--- src/ceid_pkg.sv ---
package ceid_pkg;

  // ------------------------------------------------------------
  // Instruction word fields
  // ------------------------------------------------------------
  localparam int COND_HI = 31;
  localparam int COND_LO = 28;
  localparam int RN_LO = 16;
  localparam int RD_LO = 12;
  localparam int RM_LO = 0;
  localparam int OPC_LO = 21;
  localparam int SBIT_POS = 20;
  localparam int LINK_POS = 24;
  localparam int MUL_BIT6_POS = 6;
  localparam int PSR_SEL_POS = 22;
  localparam logic [3:0] LINK_REG = 4'hE;
  localparam logic [3:0] PC_REG = 4'hF;
  localparam logic [31:0] PC_AHEAD = 32'h0000_0008;
  localparam logic [31:0] RET_ADJ = 32'h0000_0004;
  localparam logic [31:0] RESET_PC = 32'h0000_0000;

  // ------------------------------------------------------------
  // Condition codes
  // ------------------------------------------------------------
  typedef enum logic [3:0] {
    CEID_EQ = 4'h0, CEID_NE = 4'h1, CEID_CS = 4'h2, CEID_CC = 4'h3,
    CEID_MI = 4'h4, CEID_PL = 4'h5, CEID_VS = 4'h6, CEID_VC = 4'h7,
    CEID_HI = 4'h8, CEID_LS = 4'h9, CEID_GE = 4'hA, CEID_LT = 4'hB,
    CEID_GT = 4'hC, CEID_LE = 4'hD, CEID_AL = 4'hE, CEID_NV = 4'hF
  } ceid_cond_t;

  // ------------------------------------------------------------
  // Data processing opcodes
  // ------------------------------------------------------------
  typedef enum logic [3:0] {
    CEID_AND = 4'h0, CEID_XOR = 4'h1, CEID_SUB = 4'h2, CEID_RSB = 4'h3,
    CEID_ADD = 4'h4, CEID_ADC = 4'h5, CEID_SBC = 4'h6, CEID_RSC = 4'h7,
    CEID_TST = 4'h8, CEID_TEQ = 4'h9, CEID_CMP = 4'hA, CEID_CMN = 4'hB,
    CEID_ORR = 4'hC, CEID_MOV = 4'hD, CEID_BCLR = 4'hE, CEID_MVN = 4'hF
  } ceid_alu_op_t;

  // ------------------------------------------------------------
  // Format classes
  // ------------------------------------------------------------
  typedef enum logic [3:0] {
    CEID_F_DATA = 4'h0, CEID_F_MUL = 4'h1, CEID_F_MULL = 4'h2,
    CEID_F_SWAP = 4'h3, CEID_F_BXCH = 4'h4, CEID_F_HALF = 4'h5,
    CEID_F_SINGLE = 4'h6, CEID_F_UNDEF = 4'h7, CEID_F_BLOCK = 4'h8,
    CEID_F_BRANCH = 4'h9, CEID_F_COPRO = 4'hA, CEID_F_SWI = 4'hB
  } ceid_fmt_t;

  typedef struct packed {
    logic n;
    logic z;
    logic c;
    logic v;
  } ceid_flags_t;

  // Operands delivered by the register file read stage
  typedef struct packed {
    logic [31:0] pc;
    logic [31:0] first;
    logic [31:0] second;
    logic [31:0] store;
    logic shift_carry;
  } ceid_ops_t;

  // Decoded effect handed to execute
  typedef struct packed {
    logic valid;
    ceid_fmt_t fmt;
    logic exec;
    logic undef_trap;
    logic rd_we;
    logic [3:0] rd;
    logic [31:0] result;
    logic flags_we;
    ceid_flags_t flags;
    logic link_we;
    logic [31:0] link_val;
    logic pc_we;
    logic [31:0] pc_val;
    logic state_we;
    logic state_bit;
    logic mem_swap;
    logic [31:0] mem_addr;
    logic [31:0] mem_wdata;
    logic psr_we;
    logic psr_flags_only;
    logic psr_saved;
    logic [31:0] psr_val;
  } ceid_dec_t;

endpackage

--- src/ceid_decoder.sv ---
module ceid_decoder (
  input wire logic mclk,
  input wire logic rst_n,
  input wire logic instr_valid,
  input wire logic [31:0] instr,
  input wire ceid_pkg::ceid_flags_t current_status_register,
  input wire logic [31:0] saved_status,
  input wire ceid_pkg::ceid_ops_t ops,
  output ceid_pkg::ceid_dec_t dec
);

  // ------------------------------------------------------------
  // Helpers
  // ------------------------------------------------------------
  function automatic logic cond_pass(input logic [3:0] cc, input ceid_pkg::ceid_flags_t f);
    logic p;
    p = 1'b0;
    case (cc)
      ceid_pkg::CEID_EQ: p = f.z;
      ceid_pkg::CEID_NE: p = !f.z;
      ceid_pkg::CEID_CS: p = f.c;
      ceid_pkg::CEID_CC: p = !f.c;
      ceid_pkg::CEID_MI: p = f.n;
      ceid_pkg::CEID_PL: p = !f.n;
      ceid_pkg::CEID_VS: p = f.v;
      ceid_pkg::CEID_VC: p = !f.v;
      ceid_pkg::CEID_HI: p = f.c && !f.z;
      ceid_pkg::CEID_LS: p = !f.c || f.z;
      ceid_pkg::CEID_GE: p = (f.n == f.v);
      ceid_pkg::CEID_LT: p = (f.n != f.v);
      ceid_pkg::CEID_GT: p = !f.z && (f.n == f.v);
      ceid_pkg::CEID_LE: p = f.z || (f.n != f.v);
      ceid_pkg::CEID_AL: p = 1'b1;
      // Reserved code: never executes, so no stray side effects
      default: p = 1'b0;
    endcase
    return p;
  endfunction

  function automatic ceid_pkg::ceid_fmt_t classify(input logic [31:0] w);
    ceid_pkg::ceid_fmt_t f;
    f = ceid_pkg::CEID_F_DATA;
    case (w[27:25])
      3'b000: begin
        if (w[7:4] == 4'h9) begin
          if (w[27:23] == 5'b00000) begin
            f = ceid_pkg::CEID_F_MUL;
          end else if (w[27:23] == 5'b00001) begin
            f = ceid_pkg::CEID_F_MULL;
          end else if (w[27:23] == 5'b00010 && w[21:20] == 2'b00) begin
            f = ceid_pkg::CEID_F_SWAP;
          end else begin
            f = ceid_pkg::CEID_F_DATA;
          end
        end else if (w[27:4] == 24'h12FFF1) begin
          f = ceid_pkg::CEID_F_BXCH;
        end else if (w[7] && w[4]) begin
          f = ceid_pkg::CEID_F_HALF;
        end else begin
          f = ceid_pkg::CEID_F_DATA;
        end
      end
      3'b001: f = ceid_pkg::CEID_F_DATA;
      3'b010: f = ceid_pkg::CEID_F_SINGLE;
      3'b011: f = w[4] ? ceid_pkg::CEID_F_UNDEF : ceid_pkg::CEID_F_SINGLE;
      3'b100: f = ceid_pkg::CEID_F_BLOCK;
      3'b101: f = ceid_pkg::CEID_F_BRANCH;
      3'b110: f = ceid_pkg::CEID_F_COPRO;
      3'b111: f = w[24] ? ceid_pkg::CEID_F_SWI : ceid_pkg::CEID_F_COPRO;
      default: f = ceid_pkg::CEID_F_DATA;
    endcase
    return f;
  endfunction

  // ------------------------------------------------------------
  // State
  // ------------------------------------------------------------
  typedef struct packed {
    ceid_pkg::ceid_dec_t out;
  } ceid_state_t;

  ceid_state_t st_q;
  ceid_state_t st_d;

  logic [3:0] cond;
  logic pass;
  ceid_pkg::ceid_fmt_t fmt;
  ceid_pkg::ceid_alu_op_t opc;
  logic [32:0] sum;
  logic [31:0] logic_res;
  logic [31:0] a;
  logic [31:0] b;
  logic cin;
  logic is_arith;
  logic writes_rd;
  logic psr_to_reg;
  logic reg_to_psr;

  assign cond = instr[ceid_pkg::COND_HI:ceid_pkg::COND_LO];
  assign pass = cond_pass(cond, current_status_register);
  assign fmt = classify(instr);
  assign opc = ceid_pkg::ceid_alu_op_t'(instr[ceid_pkg::OPC_LO +: 4]);
  assign a = ops.first;
  assign b = ops.second;
  // Status moves sit in the test/compare slots with the flag-update bit clear
  assign psr_to_reg = (fmt == ceid_pkg::CEID_F_DATA) && !instr[ceid_pkg::SBIT_POS]
    && (instr[24:23] == 2'b10) && !instr[21] && !instr[25];
  assign reg_to_psr = (fmt == ceid_pkg::CEID_F_DATA) && !instr[ceid_pkg::SBIT_POS]
    && (instr[24:23] == 2'b10) && instr[21];

  // ------------------------------------------------------------
  // Arithmetic and logic
  // ------------------------------------------------------------
  always_comb begin
    sum = 33'h0_0000_0000;
    logic_res = 32'h0000_0000;
    is_arith = 1'b0;
    cin = current_status_register.c;
    case (opc)
      ceid_pkg::CEID_AND, ceid_pkg::CEID_TST: logic_res = a & b;
      ceid_pkg::CEID_XOR, ceid_pkg::CEID_TEQ: logic_res = a ^ b;
      ceid_pkg::CEID_ORR: logic_res = a | b;
      ceid_pkg::CEID_MOV: logic_res = b;
      ceid_pkg::CEID_BCLR: logic_res = a & ~b;
      ceid_pkg::CEID_MVN: logic_res = ~b;
      ceid_pkg::CEID_SUB, ceid_pkg::CEID_CMP: begin
        is_arith = 1'b1;
        sum = {1'b0, a} + {1'b0, ~b} + 33'h0_0000_0001;
      end
      ceid_pkg::CEID_RSB: begin
        is_arith = 1'b1;
        sum = {1'b0, b} + {1'b0, ~a} + 33'h0_0000_0001;
      end
      ceid_pkg::CEID_ADD, ceid_pkg::CEID_CMN: begin
        is_arith = 1'b1;
        sum = {1'b0, a} + {1'b0, b};
      end
      ceid_pkg::CEID_ADC: begin
        is_arith = 1'b1;
        sum = {1'b0, a} + {1'b0, b} + {32'h0000_0000, cin};
      end
      ceid_pkg::CEID_SBC: begin
        is_arith = 1'b1;
        // a - b - 1 + c equals a + ~b + c
        sum = {1'b0, a} + {1'b0, ~b} + {32'h0000_0000, cin};
      end
      ceid_pkg::CEID_RSC: begin
        is_arith = 1'b1;
        sum = {1'b0, b} + {1'b0, ~a} + {32'h0000_0000, cin};
      end
      default: logic_res = 32'h0000_0000;
    endcase
  end

  // Tests and compares never write a destination
  assign writes_rd = !(opc inside {ceid_pkg::CEID_TST, ceid_pkg::CEID_TEQ,
    ceid_pkg::CEID_CMP, ceid_pkg::CEID_CMN});

  // ------------------------------------------------------------
  // Next decoded effect
  // ------------------------------------------------------------
  always_comb begin
    logic [31:0] res;
    logic [31:0] s1;
    logic [31:0] s2;
    res = is_arith ? sum[31:0] : logic_res;
    s1 = is_arith ? a : 32'h0000_0000;
    s2 = (opc inside {ceid_pkg::CEID_SUB, ceid_pkg::CEID_CMP, ceid_pkg::CEID_SBC,
      ceid_pkg::CEID_RSB, ceid_pkg::CEID_RSC}) ? ~b : b;
    st_d = st_q;
    st_d.out = '0;
    st_d.out.valid = instr_valid;
    st_d.out.fmt = fmt;
    st_d.out.exec = instr_valid && pass;
    st_d.out.rd = instr[ceid_pkg::RD_LO +: 4];
    st_d.out.flags = current_status_register;
    if (instr_valid && pass) begin
      case (fmt)
        ceid_pkg::CEID_F_DATA: begin
          if (psr_to_reg) begin
            st_d.out.rd_we = 1'b1;
            st_d.out.result = instr[ceid_pkg::PSR_SEL_POS] ? saved_status
              : {current_status_register, 28'h000_0000};
          end else if (reg_to_psr) begin
            st_d.out.psr_we = 1'b1;
            st_d.out.psr_saved = instr[ceid_pkg::PSR_SEL_POS];
            st_d.out.psr_flags_only = !instr[16];
            st_d.out.psr_val = ops.second;
          end else begin
            st_d.out.result = res;
            st_d.out.rd_we = writes_rd;
            st_d.out.flags_we = instr[ceid_pkg::SBIT_POS];
            st_d.out.flags.n = res[31];
            st_d.out.flags.z = (res == 32'h0000_0000);
            if (is_arith) begin
              // Operand order swapped for reverse forms, so RSB and RSC take overflow from b and ~a
              st_d.out.flags.c = sum[32];
              st_d.out.flags.v = (opc inside {ceid_pkg::CEID_RSB, ceid_pkg::CEID_RSC})
                ? (b[31] == ~a[31]) && (res[31] != b[31])
                : (s1[31] == s2[31]) && (res[31] != s1[31]);
            end else begin
              st_d.out.flags.c = ops.shift_carry;
            end
          end
        end
        ceid_pkg::CEID_F_BXCH: begin
          st_d.out.pc_we = 1'b1;
          st_d.out.pc_val = {ops.first[31:1], 1'b0};
          st_d.out.state_we = 1'b1;
          st_d.out.state_bit = ops.first[0];
        end
        ceid_pkg::CEID_F_BRANCH: begin
          st_d.out.pc_we = 1'b1;
          st_d.out.pc_val = ops.pc + PC_AHEAD_OFS(instr[23:0]);
          if (instr[ceid_pkg::LINK_POS]) begin
            st_d.out.link_we = 1'b1;
            st_d.out.rd = ceid_pkg::LINK_REG;
            st_d.out.link_val = {ops.pc[31:2] + 30'h0000_0001, 2'b00};
          end
        end
        ceid_pkg::CEID_F_SWAP: begin
          st_d.out.mem_swap = 1'b1;
          st_d.out.mem_addr = ops.first;
          st_d.out.mem_wdata = ops.store;
          st_d.out.rd_we = 1'b1;
        end
        ceid_pkg::CEID_F_UNDEF: st_d.out.undef_trap = 1'b1;
        // Multiply pattern with bit 6 set classifies as halfword transfer, which has no effect here, no trap
        default: st_d.out.undef_trap = 1'b0;
      endcase
    end
  end

  function automatic logic [31:0] PC_AHEAD_OFS(input logic [23:0] off);
    return ceid_pkg::PC_AHEAD + {{6{off[23]}}, off, 2'b00};
  endfunction

  always_ff @(posedge mclk or negedge rst_n) begin
    if (!rst_n) begin
      st_q <= '0;
    end else begin
      st_q <= st_d;
    end
  end

  assign dec = st_q.out;

endmodule

--- config.mk ---
export PLATFORM = sky130hd
export DESIGN_NAME = ceid_decoder
export DESIGN_NICKNAME = d
export VERILOG_FILES = /design/src/ceid_pkg.sv /design/src/ceid_decoder.sv
export SDC_FILE = /design/constraint.sdc
export NUM_CORES = 1
export LEC_CHECK = 0
export BUFFER_PORTS_ARGS = -buffer_cell sky130_fd_sc_hd__clkbuf_2
export CAP_MARGIN = 20
export CELL_PAD_IN_SITES_DETAIL_PLACEMENT = 1
export CELL_PAD_IN_SITES_GLOBAL_PLACEMENT = 1
export CORE_ASPECT_RATIO = 0.6
export CORE_UTILIZATION = 38
export CTS_CLUSTER_SIZE = 16
export DETAILED_ROUTE_END_ITERATION = 12
export PLACE_DENSITY = 0.89
export SLEW_MARGIN = 20
export SYNTH_ARGS = -nofsm -noshare
export SYNTH_HDL_FRONTEND = slang
export SYNTH_SLANG_ARGS = --single-unit
export TNS_END_PERCENT = 30
--- constraint.sdc ---
create_clock -name mclk -period 0.8 [get_ports mclk]
set_clock_uncertainty 0.05 [all_clocks]
set_input_delay 0 -clock mclk [delete_from_list [all_inputs] [get_ports mclk]]
set_output_delay 0 -clock mclk [all_outputs]
set_load 0.02 [all_outputs]
==> impl_metrics.env, run 1 <==
export IMPL_synth_edf_count=0
export IMPL_firstError="[ERROR DPL-0033] detailed placement checks failed during check placement."
export IMPL_synth_most_common_cell="nor2_1"
export IMPL_cts_buffers=24
export IMPL_cts_sinks=215
export IMPL_synth_cells=2754
export IMPL_synthTopCellsByArea="dfrtp_1, ha_1, a21oi_1"
export IMPL_ys_ff_latch=215
export IMPL_die_h_um=187.4
export IMPL_yosysSeqAreaShare_pct=24.72
export IMPL_ys_types=123
export IMPL_synth_flop_cell="dfrtp_1"
export IMPL_yosys_warnings=0
export IMPL_initial_utilization_pct=38.75
export IMPL_avgSynthCellArea_um2=7.903
export IMPL_ios=417
export IMPL_cts_max_level=1
export IMPL_die_x_um=311.0
export IMPL_synth_area_um2=21770
export IMPL_rows=67
export IMPL_synth_top_area_share_pct=24.72
export IMPL_cts_buffer_depth=3
export IMPL_cts_root_buf="clkbuf_16"
export IMPL_postCtsHoldBufs=172
export IMPL_synthArstFlopShare_pct=100.0
export IMPL_synth_common_cells="nor2_1, dfrtp_1, a21oi_1, nand2_1, ha_1"
export IMPL_synth_top_cell_by_area="dfrtp_1"
export IMPL_dp_hpwl_um=136600
export IMPL_lastStage="4_1_cts"
export IMPL_post_cts_buffers=169
export IMPL_numPortBuffers=414
export IMPL_gp_congestion=1.121
export IMPL_outcome="stopped before the end"
export IMPL_cts_resized=808
[logic make-up after synthesis]
kind of cell,after synthesis,synth area share (%)
fa+ha+maj,166,9.680
buf+inv,300,5.662
compound gates,866,27.37
mux,32,1.500
simple gates,994,23.78
flops,215,24.72
other cells,1,0.01723
xor+xnor,180,7.278
[metrics by stage]
step | cell area [um^2] | setup slack (ps) | instances
after floorplan | 22460 | -3397 | 2755
after global placement | 32510 | -4046 | 4773
after detailed placement | 32510 | -4746 | 4773
==> run 2, diff against run 1 <==
--- a/config.mk
+++ b/config.mk
@@ -7,13 +7,9 @@
 export LEC_CHECK = 0
 export BUFFER_PORTS_ARGS = -buffer_cell sky130_fd_sc_hd__clkbuf_2
 export CAP_MARGIN = 20
-export CELL_PAD_IN_SITES_DETAIL_PLACEMENT = 1
-export CELL_PAD_IN_SITES_GLOBAL_PLACEMENT = 1
-export CORE_ASPECT_RATIO = 0.6
-export CORE_UTILIZATION = 38
-export CTS_CLUSTER_SIZE = 16
+export CORE_UTILIZATION = 35
 export DETAILED_ROUTE_END_ITERATION = 12
-export PLACE_DENSITY = 0.89
+export PLACE_DENSITY_LB_ADDON = 0.15
 export SLEW_MARGIN = 20
 export SYNTH_ARGS = -nofsm -noshare
 export SYNTH_HDL_FRONTEND = slang
==> constraint.sdc (replaced) <==
create_clock -name mclk -period 1.04 [get_ports mclk]
set_clock_uncertainty 0.05 [all_clocks]
set_input_delay 0 -clock mclk [delete_from_list [all_inputs] [get_ports mclk]]
set_output_delay 0 -clock mclk [all_outputs]
set_load 0.02 [all_outputs]
==> run 2 against run 1 <==
Net effect:
- the flow now finishes, with violations (negative hold slack, negative setup slack)
- area after synthesis is the same
- synthesized cell count is the same
==> impl_metrics.env, run 2 <==
export IMPL_max_freq_mhz=232.4
export IMPL_ys_ff_latch=215
export IMPL_grt_remaining_overflow=0
export IMPL_synth_top_area_share_pct=24.72
export IMPL_synth_most_common_cell="nor2_1"
export IMPL_cts_max_level=1
export IMPL_synth_cells=2754
export IMPL_finalWorstSetupSlack_ps=-3263
export IMPL_crit_path_start="ops[65]"
export IMPL_violations="negative hold slack, negative setup slack"
export IMPL_ys_types=123
export IMPL_rows=91
export IMPL_slew_viol_final=0
export IMPL_crit_arrival_ps=4700
export IMPL_avgSynthCellArea_um2=7.903
export IMPL_layout_common_cells="buf_4, clkbuf_2, dfrtp_1"
export IMPL_vdd_drop_max_v=0.0007720
export IMPL_rsz0062_at_grt="yes"
export IMPL_setup_viol=426
export IMPL_grt_max_degree=70
export IMPL_outcome="finished with violations"
export IMPL_drc_errors=0
export IMPL_ios=417
export IMPL_finalCritPeriodShare_pct=413.8
export IMPL_fin_crit_ps=4303
export IMPL_worstPathMaxFanout=6
export IMPL_path_class="in2reg"
export IMPL_vias=29750
export IMPL_nNetsFinal=4683
export IMPL_p_leak_uw=0.01849
export IMPL_yosysSeqAreaShare_pct=24.72
export IMPL_initial_utilization_pct=35.34
export IMPL_synth_edf_count=0
export IMPL_slew_headroom_pct=49.69
export IMPL_coreArea_um2=61600
export IMPL_largest_reg_flops=215
export IMPL_finalPower_uw=37820
export IMPL_cp_end_kind="flip-flop"
export IMPL_viasPerCell=5.744
export IMPL_cap_violations=0
export IMPL_hold_ws_ps=-87.99
export IMPL_cts_buffers=23
export IMPL_dp_hpwl_um=104700
export IMPL_cts_buffer_depth=3
export IMPL_die_h_um=251.4
export IMPL_synth_area_um2=21770
export IMPL_yosys_warnings=0
export IMPL_postCtsHoldBufs=179
export IMPL_hold_path_class="in2async"
export IMPL_worst_pin_slew_ps=746.8
export IMPL_required_ps=1440
export IMPL_synth_top_cell_by_area="dfrtp_1"
export IMPL_synth_flop_cell="dfrtp_1"
export IMPL_gp_congestion=1.012
export IMPL_final_common_cell="buf_4"
export IMPL_die_x_um=251.4
export IMPL_dr_pass1_iters=5
export IMPL_initialDrtViolationCount=2888
export IMPL_cts_root_buf="clkbuf_16"
export IMPL_wire_per_inst_um=25.44
export IMPL_cts_sinks=215
export IMPL_wirelength_um=131700
export IMPL_ant_nets=0
export IMPL_cts_tree="done"
export IMPL_powerDensity_nw_per_um2=975.5
export IMPL_layout_area_overhead_vs_synth_pct=78.13
export IMPL_synth_common_cells="nor2_1, dfrtp_1, a21oi_1, nand2_1, ha_1"
export IMPL_multi_input_comb_area_um2=17970
export IMPL_fillers=5455
export IMPL_grt_pass1_wl_um=187000
export IMPL_synthArstFlopShare_pct=100.0
export IMPL_startpoint_type="input pin"
export IMPL_die_area_um2=63190
export IMPL_grt_usage_pct=39.52
export IMPL_antenna_found_initial=12
export IMPL_drive_gt1_share_pct=48.11
export IMPL_synthTopCellsByArea="dfrtp_1, ha_1, a21oi_1"
export IMPL_clk_pin_slew_worst_paths_ps=70
export IMPL_first_global_vias=28640
export IMPL_numPortBuffers=414
export IMPL_hold_viol_final=32
export IMPL_regArea_um2=5380
## run 2: cell counts after synthesis
No cell type changed its count.
## run 2: worst max-delay path, stage by stage
cell,delay [ps]
clkbuf_16,140
ha_4,170
fa_2,400
a211oi_4,370
o21bai_1,150
a21oi_2,200
xnor2_2,170
a222oi_1,140
a311o_2,480
buf_6,150
or2_4,260
or3_4,340
xor2_2,150
a22oi_2,220
nand4_1,210
or4b_4,530
or4_4,430
o31ai_2,170
## run 2: area by class of cell
cell class / count / area share [%]
multi-input combinational: 2240 / 46.34
timing repair buffer: 1711 / 33.64
sequential: 215 / 13.88
tap: 837 / 2.701
clock buffer: 29 / 1.646
inverter: 126 / 1.391
clock inverter: 11 / 0.3485
antenna: 9 / 0.05809
## run 2: repair_timing
action,4_1_cts,5_1_grt
endpoints found under the setup margin,426,426
pin swaps,83,180
endpoints found under the hold margin,419,30
setup buffers,36,77
cloned,0,2
resized for setup,260,351
## run 2: per-stage QoR
stage               setup WS [ps]  instances  util, %  TNS [ps]  area, um^2
floorplan                   -3157       2755        -   -252490       22460
finish                      -3263       5178    62.94   -232680       38770
detailed placement          -4293       4857    53.08   -368040       32700
global placement            -4384       4857    53.08   -355230       32700
CTS                         -3205       5111    59.60   -231410       36710
global route                -3356       5174    62.93   -259140       38760
## run 2: where the power goes
part	internal, uW	leakage (uW)	switching [uW]
registers	8470	0.00297	40.3
clock network	4910	0.000375	3700
logic	9670	0.0151	11000
total	23000	0.0185	14800
## run 2: path summary, 6_finish.rpt
kind,endpoint
min in group mclk,dec[148]
max,dec[170]
max in group asynchronous,dec[2]
min,dec[129]
## run 2: kinds of logic after synthesis
group           Yosys count  share of synthesized area (%)
compound gates          866                          27.37
xor+xnor                180                          7.278
fa+ha+maj               166                          9.680
buf+inv                 300                          5.662
flops                   215                          24.72
mux                      32                          1.500
other cells               1                        0.01723
simple gates            994                          23.78
## run 2: routing by layer
metal / GRT usage, % / part of all wire, % / vias up
met3: 6.399 / 8.8 / 267
met2: 62.16 / 44 / 1569
li1: - / - / 13280
met1: 55.28 / 43 / 14630
met5: 0 / 0.036 / -
met4: 11.74 / 3.6 / 6
Power figures use the tool's default switching activity.
==> run 3, diff against run 2 <==
==> constraint.sdc (replaced) <==
create_clock -name mclk -period 5.35 [get_ports mclk]
set_clock_uncertainty 0.05 [all_clocks]
set_input_delay 0 -clock mclk [delete_from_list [all_inputs] [get_ports mclk]]
set_output_delay 0 -clock mclk [all_outputs]
set_load 0.02 [all_outputs]
==> run 3 against run 2 <==
Net effect:
- the flow now finishes without violations
- design area is 22% lower
- critical endpoint is now dec[168]
- highest routed layer unchanged
- setup slack better by 3400 ps
- largest power group unchanged
- sequential cell count stayed put
==> impl_metrics.env, run 3 (synthesis results as in run 2) <==
export IMPL_cts_max_level=1
export IMPL_ant_nets=0
export IMPL_gp_congestion=1.014
export IMPL_finalCritPeriodShare_pct=98.34
export IMPL_numPortBuffers=414
export IMPL_setup_viol=0
export IMPL_hold_path_class="in2async"
export IMPL_cts_buffer_depth=3
export IMPL_path_class="in2reg"
export IMPL_fillers=6041
export IMPL_crit_arrival_ps=5690
export IMPL_slowest_stage="dlygate4sd3_1"
export IMPL_max_freq_mhz=190.1
export IMPL_worst_pin_slew_ps=1051
export IMPL_cp_end_kind="flip-flop"
export IMPL_grt_pass1_wl_um=170300
export IMPL_power_share_combinational_pct=45.3
export IMPL_vias=26470
export IMPL_worstPathCellList="clkbuf_2 > dlygate4sd3_1 > buf_4 > ha_1 > or2_2 > o211ai_4 > nand3_1 > nand2_1 > a222oi_1 > buf_4 > a311o_1 > buf_4 > or2_1 > buf_4 > nor3_4 > buf_4 > nand3_1 > nor4_2 > xnor2_1 > nand2_1 > and3_1 > o41ai_1 > dlygate4sd3_1"
export IMPL_hold_viol_final=0
export IMPL_dp_hpwl_um=92540
export IMPL_critical_path_max_stage_delay_ps=610
export IMPL_initial_utilization_pct=35.34
export IMPL_viasPerCell=5.961
export IMPL_die_h_um=251.4
export IMPL_fin_crit_ps=5261
export IMPL_layout_common_cells="clkbuf_2, buf_4, nor2_1"
export IMPL_dr_pass1_iters=6
export IMPL_p_int_uw=3902
export IMPL_layout_cells_non_filler=4441
export IMPL_cts_tree="done"
export IMPL_cts_root_buf="clkbuf_16"
export IMPL_stdcell_area_um2=30220
export IMPL_slew_viol_final=0
export IMPL_p_leak_uw=0.01417
export IMPL_required_ps=5780
export IMPL_cap_violations=0
export IMPL_die_area_um2=63190
export IMPL_ios=417
export IMPL_startpoint_type="input pin"
export IMPL_final_common_cell="clkbuf_2"
export IMPL_tns_ps=0
export IMPL_switching_share_pct=38.23
export IMPL_p_switching_uw=2416
export IMPL_outcome="completed"
export IMPL_wirelength_um=117600
export IMPL_cts_sinks=215
export IMPL_cp_common_cell="buf_4"
export IMPL_clk_pin_slew_worst_paths_ps=60
export IMPL_slew_headroom_pct=29.58
export IMPL_grt_remaining_overflow=0
export IMPL_rsz0062_at_grt="yes"
export IMPL_antenna_found_initial=8
export IMPL_initialDrtViolationCount=3102
export IMPL_die_x_um=251.4
export IMPL_drive_gt1_share_pct=26.65
export IMPL_place_area_um2=26860
export IMPL_grt_usage_pct=35.83
export IMPL_cts_buffers=24
export IMPL_nNetsFinal=3951
export IMPL_rows=91
export IMPL_first_global_vias=25880
export IMPL_powerDensity_nw_per_um2=209.0
export IMPL_largest_reg_flops=215
export IMPL_coreArea_um2=61600
export IMPL_p_clk_share_pct=28.5
export IMPL_layout_area_overhead_vs_synth_pct=38.86
export IMPL_fin_util_pct=49.07
export IMPL_drc_errors=0
export IMPL_seqPwrFrac_pct=26.2
export IMPL_vdd_drop_max_v=0.0002091
export IMPL_wire_per_inst_um=26.48
export IMPL_grt_max_degree=159
export IMPL_worstPathMaxFanout=5
export IMPL_placed_cells=4180
## run 3: cell types whose count changed in the layout (fill, tap and decap cells not counted), moves of 24 or more
cell           before  now
buf_12             26    2
buf_6              76    0
o21ai_1            39   12
dlygate4sd3_1     176  211
buf_4            1015  350
a21oi_1           159  204
o21ai_0           102  152
nor2_1            202  226
a21oi_2            44    7
nor3_1             72   98
## run 3: path summary, 6_finish.rpt
kind	slack, ps	cells after the start	start	end
min in group mclk	50	4	instr[4]	dec[212]
worst max-delay path	90	23	ops[68]	dec[168]
max in group asynchronous	4350	3	rst_n	dec[5]
worst min-delay path	10	3	rst_n	dec[166]
## run 3: worst max-delay path: cells and delay by family
family,cells,cell delay (ps)
fa+ha+maj,1,310
simple gates,9,2060
xor+xnor,1,150
buf+inv,8,2150
compound gates,4,1010
## run 3: power groups by stage
| stage | Clock, uW | Sequential, uW | Combinational (uW) |
|---|---|---|---|
| floorplan | 0 | 1710 | 1400 |
| global placement | 0 | 1680 | 2570 |
| detailed placement | 0 | 1680 | 2580 |
| CTS | 1820 | 1650 | 2720 |
| global route | 1880 | 1660 | 3020 |
| finish | 1800 | 1650 | 2860 |
## run 3: layout make-up
| cell class | instances | area, um^2 | area share, % |
|---|---|---|---|
| multi-input combinational | 2240 | 15560 | 51.48 |
| timing repair buffer | 978 | 6894 | 22.81 |
| sequential | 215 | 5380 | 17.80 |
| tap | 837 | 1047 | 3.465 |
| clock buffer | 32 | 701.9 | 2.322 |
| inverter | 126 | 480.5 | 1.590 |
| clock inverter | 7 | 145.1 | 0.4802 |
| antenna | 6 | 15.01 | 0.04968 |
## run 3: timing repair
item | 4_1_cts | 5_1_grt
setup buffers | 0 | 4
endpoints found under the setup margin | 0 | 6
hold buffers | 212 | 0
gates resized for setup | 0 | 75
hold endpoints to repair | 264 | 0
## run 3: through the flow
| stage | setup WS [ps] | power [uW] | hold slack, ps |
|---|---|---|---|
| global placement | -272.5 | 4254 | -99.92 |
| floorplan | 947.6 | 3105 | -345.6 |
| CTS | 8.394 | 6191 | 15.41 |
| detailed placement | -241.8 | 4261 | -84.79 |
| global route | -75.54 | 6552 | 44.15 |
| finish | 88.97 | 6318 | 12.31 |
## run 3: metal layers
layer  share of wire (%)  global-route usage, %  wire, um  up-vias
met1                  42                  48.07     49840    12960
met5               0.017                      0        20        -
met2                  44                  56.18     51450     1472
met3                  10                  8.180     11760      248
li1                    -                      -         -    11800
met4                 3.8                  12.56      4521        2
